<file path="src/rtl/diag_regs_pkg.sv">
// Package: offsets, field positions, reset values and types for the diagnostic registers
package diag_regs_pkg;
  localparam logic [4:0] OFF_ERR_GAP = 5'h1b;
  localparam logic [4:0] OFF_PKT_LEN = 5'h1c;
  localparam logic [4:0] OFF_CAB_DIAG = 5'h1e;
  localparam logic [4:0] OFF_RST_CTRL = 5'h1f;
  localparam logic [4:0] OFF_INT_STAT = 5'h14;
  localparam logic [4:0] OFF_INT_MASK = 5'h15;
  localparam logic [7:0] GAP_RESET = 8'h7d;
  localparam logic [10:0] LEN_RESET = 11'h5dc;
  localparam logic [7:0] ERR_MAX = 8'hff;
  localparam int ERR_LSB = 8;
  localparam int CAPTURE_BIT = 15;
  localparam int START_BIT = 15;
  localparam int DONE_BIT = 1;
  localparam int FAIL_BIT = 0;
  localparam int QUAL_LSB = 8;
  localparam int SWRST_BIT = 15;
  localparam int RESTART_BIT = 14;
  localparam int RESTART_CYCLES = 4;
  localparam logic [1:0] QUAL_GOOD = 2'h1;
  localparam logic [1:0] QUAL_MID = 2'h2;
  localparam logic [1:0] QUAL_POOR = 2'h3;
  localparam logic [15:0] ZERO16 = 16'h0000;
  // Interrupt status bits
  localparam int IRQ_DONE = 0;
  localparam int IRQ_FAIL = 1;
  localparam int IRQ_SAT = 2;

  typedef struct packed {
    logic [4:0] addr;
    logic [15:0] wdata;
    logic wr;
    logic rd;
  } regbus_req_t;

  typedef struct packed {
    logic done;
    logic fail;
    logic [1:0] quality;
  } diag_result_t;
endpackage

</file>
<file path="src/rtl/phy_selftest_diag_reset_regs.sv">
// Self-test, cable-diagnostic and reset-control register bank of the transceiver
//
// Summary of operation
// - Count checker byte errors in bits 15:8
// - Control write to bit 0/1 freezes count
// - Count mode zero: counter saturates at 0xff
// - Writing bit 15 captures count, clears counter
// - Gap between test packets, reset 125
// - Test packet length field, reset 1500
// - Reserved bits ignore writes, read zero
// - Start bit cleared when done rises
// - Done flag set when measurement finishes
// - Fail flag set when measurement fails
// - Quality codes: 01 good, 10 mid, 11 poor
// - Software reset acts as hardware reset, self-clears
// - Restart resets circuitry, keeps registers, self-clears
`timescale 1ns/1ps
`default_nettype none
module phy_selftest_diag_reset_regs #(
  parameter int ERR_W = 8
) (
  input wire logic i_mclk,
  input wire logic i_reset,
  input wire diag_regs_pkg::regbus_req_t i_bus,
  output logic [15:0] o_rdata,
  input wire logic i_chk_err,
  input wire logic i_count_mode,
  input wire logic i_ctrl_freeze_wr,
  input wire logic i_diag_end,
  input wire diag_regs_pkg::diag_result_t i_diag_res,
  output logic [7:0] o_gap_len,
  output logic [10:0] o_pkt_len,
  output logic o_diag_run,
  output logic o_core_reset,
  output logic o_irq
);
  import diag_regs_pkg::*;

  logic [ERR_W-1:0] err_cnt_r;
  logic [ERR_W-1:0] err_seen_r;
  logic frozen_r;
  logic [7:0] gap_r;
  logic [10:0] len_r;
  logic start_r;
  logic done_r;
  logic fail_r;
  logic [1:0] qual_r;
  logic swrst_r;
  logic [2:0] restart_cnt_r;
  logic [2:0] irq_stat_r;
  logic [2:0] irq_mask_r;
  logic soft_rst;
  logic wr_err;
  logic wr_len;
  logic wr_diag;
  logic wr_rst;
  logic wr_istat;
  logic wr_imask;
  logic err_sat;
  logic done_rise;
  logic [15:0] rdata_nxt;

  // Software reset is held for one cycle and then acts as the hardware reset
  assign soft_rst = i_reset | swrst_r;
  assign wr_err = i_bus.wr && (i_bus.addr == OFF_ERR_GAP);
  assign wr_len = i_bus.wr && (i_bus.addr == OFF_PKT_LEN);
  assign wr_diag = i_bus.wr && (i_bus.addr == OFF_CAB_DIAG);
  assign wr_rst = i_bus.wr && (i_bus.addr == OFF_RST_CTRL);
  assign wr_istat = i_bus.wr && (i_bus.addr == OFF_INT_STAT);
  assign wr_imask = i_bus.wr && (i_bus.addr == OFF_INT_MASK);
  assign err_sat = !i_count_mode && (err_cnt_r == ERR_W'(ERR_MAX));
  assign done_rise = start_r && i_diag_end;

  // Running error counter; wraps only when count mode is nonzero
  always_ff @(posedge i_mclk) begin
    if (soft_rst) begin
      err_cnt_r <= '0;
    end else if (wr_err && i_bus.wdata[CAPTURE_BIT]) begin
      err_cnt_r <= '0;
    end else if (i_chk_err && !err_sat) begin
      err_cnt_r <= err_cnt_r + ERR_W'(1);
    end
  end

  // Reported count follows the counter until frozen by a control write or a capture
  always_ff @(posedge i_mclk) begin
    if (soft_rst) begin
      frozen_r <= 1'b0;
      err_seen_r <= '0;
    end else if (wr_err && i_bus.wdata[CAPTURE_BIT]) begin
      err_seen_r <= err_cnt_r;
      frozen_r <= 1'b1;
    end else if (i_ctrl_freeze_wr) begin
      frozen_r <= 1'b1;
    end else if (!frozen_r) begin
      err_seen_r <= err_cnt_r;
    end
  end

  // Generator settings; only the documented fields are stored
  always_ff @(posedge i_mclk) begin
    if (soft_rst) begin
      gap_r <= GAP_RESET;
      len_r <= LEN_RESET;
    end else begin
      if (wr_err) begin
        gap_r <= i_bus.wdata[7:0];
      end
      if (wr_len) begin
        len_r <= i_bus.wdata[10:0];
      end
    end
  end

  // Cable diagnostic: start held until completion, results captured then
  always_ff @(posedge i_mclk) begin
    if (soft_rst) begin
      start_r <= 1'b0;
      done_r <= 1'b0;
      fail_r <= 1'b0;
      qual_r <= 2'h0;
    end else if (done_rise) begin
      start_r <= 1'b0;
      done_r <= 1'b1;
      fail_r <= i_diag_res.fail;
      qual_r <= i_diag_res.quality;
    end else if (wr_diag) begin
      start_r <= i_bus.wdata[START_BIT];
      if (i_bus.wdata[START_BIT]) begin
        done_r <= 1'b0;
        fail_r <= 1'b0;
      end
    end
  end

  // Reset control: both bits self-clear; restart spares the registers
  always_ff @(posedge i_mclk) begin
    if (soft_rst) begin
      swrst_r <= 1'b0;
    end else begin
      swrst_r <= wr_rst && i_bus.wdata[SWRST_BIT];
    end
  end

  // Restart pulse stretched over a few cycles for the transceiver core
  always_ff @(posedge i_mclk) begin
    if (i_reset) begin
      restart_cnt_r <= '0;
    end else if (wr_rst && i_bus.wdata[RESTART_BIT]) begin
      restart_cnt_r <= 3'(RESTART_CYCLES);
    end else if (restart_cnt_r != '0) begin
      restart_cnt_r <= restart_cnt_r - 3'h1;
    end
  end

  // Core reset covers hardware, software reset and restart
  always_ff @(posedge i_mclk) begin
    if (i_reset) begin
      o_core_reset <= 1'b1;
    end else begin
      o_core_reset <= swrst_r || (wr_rst && i_bus.wdata[SWRST_BIT]) ||
                      (wr_rst && i_bus.wdata[RESTART_BIT]) || (restart_cnt_r > 3'h1);
    end
  end

  // Sticky events; a new event wins over a clearing write
  always_ff @(posedge i_mclk) begin
    if (soft_rst) begin
      irq_stat_r <= '0;
      irq_mask_r <= '0;
    end else begin
      irq_stat_r <= (irq_stat_r & ~(wr_istat ? i_bus.wdata[2:0] : 3'h0)) |
                    {err_sat && i_chk_err, done_rise && i_diag_res.fail, done_rise};
      if (wr_imask) begin
        irq_mask_r <= i_bus.wdata[2:0];
      end
    end
  end

  // Read mux; reserved bits and unmapped addresses return zero
  always_comb begin
    rdata_nxt = ZERO16;
    case (i_bus.addr)
      OFF_ERR_GAP: rdata_nxt = {err_seen_r[7:0], gap_r};
      OFF_PKT_LEN: rdata_nxt = {5'h00, len_r};
      OFF_CAB_DIAG: rdata_nxt = {start_r, 5'h00, qual_r, 6'h00, done_r, fail_r};
      OFF_RST_CTRL: rdata_nxt = {swrst_r, 15'h0000}; // restart reads back zero
      OFF_INT_STAT: rdata_nxt = {13'h0000, irq_stat_r};
      OFF_INT_MASK: rdata_nxt = {13'h0000, irq_mask_r};
      default: rdata_nxt = ZERO16;
    endcase
  end

  // Registered outputs
  always_ff @(posedge i_mclk) begin
    if (i_reset) begin
      o_rdata <= ZERO16;
      o_gap_len <= GAP_RESET;
      o_pkt_len <= LEN_RESET;
      o_diag_run <= 1'b0;
      o_irq <= 1'b0;
    end else begin
      o_rdata <= i_bus.rd ? rdata_nxt : ZERO16;
      o_gap_len <= gap_r;
      o_pkt_len <= len_r;
      o_diag_run <= start_r && !done_rise;
      o_irq <= |(irq_stat_r & irq_mask_r);
    end
  end
endmodule
`default_nettype wire

</file>
<file path="config.mk">
export PLATFORM = sky130hd
export DESIGN_NAME = phy_selftest_diag_reset_regs
export DESIGN_NICKNAME = d
export VERILOG_FILES = /design/src/rtl/diag_regs_pkg.sv /design/src/rtl/phy_selftest_diag_reset_regs.sv
export SDC_FILE = /design/constraint.sdc
export NUM_CORES = 1
export LEC_CHECK = 0
export BUFFER_PORTS_ARGS = -buffer_cell sky130_fd_sc_hd__buf_2
export CORE_MARGIN = 1
export CORE_UTILIZATION = 50
export DETAILED_ROUTE_END_ITERATION = 10
export GPL_TIMING_DRIVEN = 0
export PLACE_DENSITY = 0.85
export SLEW_MARGIN = 10
export SYNTH_ARGS = -nofsm -noshare
export SYNTH_HDL_FRONTEND = slang
export SYNTH_SLANG_ARGS = --single-unit
export TNS_END_PERCENT = 20
</file>
<file path="constraint.sdc">
create_clock -name i_mclk -period 2.31 [get_ports i_mclk]
set_clock_uncertainty 0.05 [all_clocks]
set_input_delay 0.3465 -clock i_mclk [delete_from_list [all_inputs] [get_ports i_mclk]]
set_output_delay 0.3465 -clock i_mclk [all_outputs]
set_load 0.005 [all_outputs]
</file>
==> impl_metrics.json <==
{
  "gr-usage-all-layers_pct": 23.2,
  "synth_compound_area_share_pct": 13.6,
  "grt_max_degree": 17,
  "end_kind": "flop",
  "r2r_start": "err_cnt_r[4]",
  "fmax_mhz": 586,
  "postCtsSetupRepairBufs": 0,
  "fin_crit_ns": 1.71,
  "cts_buffer_depth": 2,
  "yosysSeqAreaShare_pct": 53.7,
  "die_h_um": 83.5,
  "synth_largest_area_cell": "dfxtp_1",
  "clockRootBuffer": "clkbuf_8",
  "setup_violations": 0,
  "antenna_found_initial": 0,
  "ys_types": 46,
  "dp_hpwl_um": 5510,
  "fin_cells": 523,
  "core-area_mm2": 0.00639,
  "synth_cells": 364,
  "holdCritStartpoint": "i_bus[5]",
  "dp.cells": 507,
  "synth_seq_cells": 89,
  "rsz0062_at_grt": "false",
  "drive_gt1_share_pct": 24.9,
  "final_common_cell": "dfxtp_1",
  "antenna_cells": 0,
  "worstSetupStartpoint": "err_cnt_r[4]",
  "cts_buffers": 9,
  "clock_latency_ns": 0.36,
  "p_per_area_mw_per_mm2": 739,
  "vias": 2939,
  "grt-ovfl-total": 0,
  "fin_crit_sh_pct": 73.8,
  "grt_pass1_wl_um": 12700,
  "whs_ns": 0.152,
  "drt_iter0_markers": 212,
  "mostFrequentLayoutCells": "dfxtp_1 (89), buf_2 (69), nand2_1 (47)",
  "clk_pin_slew_ns": 0.09,
  "grt_pass1_vias": 2702,
  "worstMarginPinSlew_ns": 0.583,
  "yosys_warnings": 0,
  "arrival_ns": 1.94,
  "die_w_um": 83.5,
  "h-tree-depth": 3,
  "routed_wl_um": 7820,
  "maxSlewViolCount": 0,
  "synth_area_leaders": "dfxtp_1 (54%), nand2_1 (5.3%), a21oi_1 (4.2%)",
  "syn-cell-area_mm2": 0.00332,
  "hold_class": "input pin to flop",
  "synth_area_per_cell_um2": 9.12,
  "yosys.area_share.xor_xnor_pct": 1.06,
  "async_reset_ff_share_pct": 0,
  "power_leakage_uw": 0.00158,
  "drv_cap": 0,
  "viasPerCell": 5.62,
  "relSlewSlack_pct": 60.9,
  "hold_viol_final": 0,
  "gp_congestion": 0.935,
  "synth_top_family_by_area": "simple AND/OR/NAND/NOR gates",
  "utilization_pct": 61.8,
  "multiInputGateArea_mm2": 0.00142,
  "timing.setup.tns_ns": 0,
  "dr.pass1.iters": 5,
  "syn_nets": 401,
  "yosys.area_share.simple_pct": 23.9,
  "holdBufCountCts": 0,
  "synthAdderAreaFrac_pct": 1.51,
  "portBuffers": 66,
  "register_area_mm2": 0.00178,
  "synth-edff-count": 0,
  "cts_tree": "built",
  "ant_nets": 0,
  "start_util_pct": 52.0,
  "dieArea_mm2": 0.00697,
  "wl_per_cell_um": 14.9,
  "cp_max_fo": 6,
  "synth_top_area_share_pct": 53.7,
  "outcome": "finished clean",
  "critical_path_class": "flop to flop",
  "peakVddDrop_uv": 438,
  "fillers": 546,
  "crit_required_ns": 2.55,
  "cts_sinks": 89,
  "fin_nets": 478,
  "cts_resized": 0,
  "drcViolationCount": 0,
  "worstSetupStartpointType": "flop",
  "synthMuxAreaShare_pct": 2.83,
  "ios": 71,
  "num_rows": 29,
  "synthFlopType": "dfxtp_1",
  "area_growth_pct": 18.9
}
path summary, 6_finish.rpt:
| path | end | slack [ns] | cells after the start |
|---|---|---|---|
| hold reg to reg | err_seen_r[3] | 0.41 | 2 |
| hold / removal | len_r[3] | 0.15 | 3 |
| setup reg to reg | err_cnt_r[7] | 0.60 | 5 |
| setup / recovery | err_cnt_r[7] | 0.60 | 5 |
layout make-up:
type                       count  share of cell area (%)
clock buffer                   9                    3.14
tap                           77                    2.44
timing repair buffer          66                    8.37
multi-input combinational    248                    36.1
inverter                       7                   0.666
buffer                        20                    2.19
sequential                    89                    45.2
clock inverter                 7                    1.93
per-layer routing:
metal  GRT usage, %  part of all wire, %  vias to the layer above
met1           29.5                   42                     1378
met2           37.9                   48                      137
met5              0                    0                        -
li1               -                    -                     1407
met4           11.2                  2.2                        0
met3           4.65                  7.8                       17
Yosys cell counts (4+ instances only):
cell	number
mux2i_1	6
a22oi_1	13
nand3_1	25
nand2_1	47
or3_1	4
ha_1	4
dfxtp_1	89
o21ai_0	12
or2_2	15
nor2_1	29
nor2b_1	6
clkbuf_1	14
o21ai_1	9
a21oi_1	28
inv_1	7
and2_1	7
sequential cells by signal (all words and copies together) (netlist names):
register and cells:
restart_cnt_r 3, fail_r 1, err_cnt_r 8, o_irq 1, o_rdata 16, irq_mask_r 3, len_r 11, o_core_reset 1
swrst_r 1, done_r 1, gap_r 8, frozen_r 1, o_gap_len 8, start_r 1, qual_r 2, o_pkt_len 11
err_seen_r 8, o_diag_run 1, irq_stat_r 3
worst max-delay path, stage by stage (launching register included):
cell and delay (ns):
dfxtp_1 0.36, and4_1 0.20, buf_2 0.15, a311o_1 0.38, or3_1 0.36, a21oi_1 0.14
through the flow:
step	cell area (um2)	worst slack, ns	power, uW
2_1_floorplan	3320	0.720	1770
3_3_place_gp	3740	0.417	1850
3_5_place_dp	3740	0.392	1860
4_1_cts	3950	0.621	2920
5_1_grt	3950	0.460	3040
6_report	3950	0.605	2910
logic make-up (layout without fill, tap and decap cells):
family | count (synthesis) | count (layout)
adders and majority gates | 4 | 4
xor gates and xnor gates | 4 | 4
AOI/OAI and AO/OA | 75 | 75
and+or+nand+nor | 156 | 156
buffers and inverters | 27 | 109
muxes | 9 | 9
DFF | 89 | 89
power by group:
group	internal, uW	switching [uW]	total (uW)
sequential	1560	20.4	1590
combinational	99.1	147	246
clock	509	574	1080
total	2170	742	2910
Note: power is estimated with default switching activity, not from simulation.
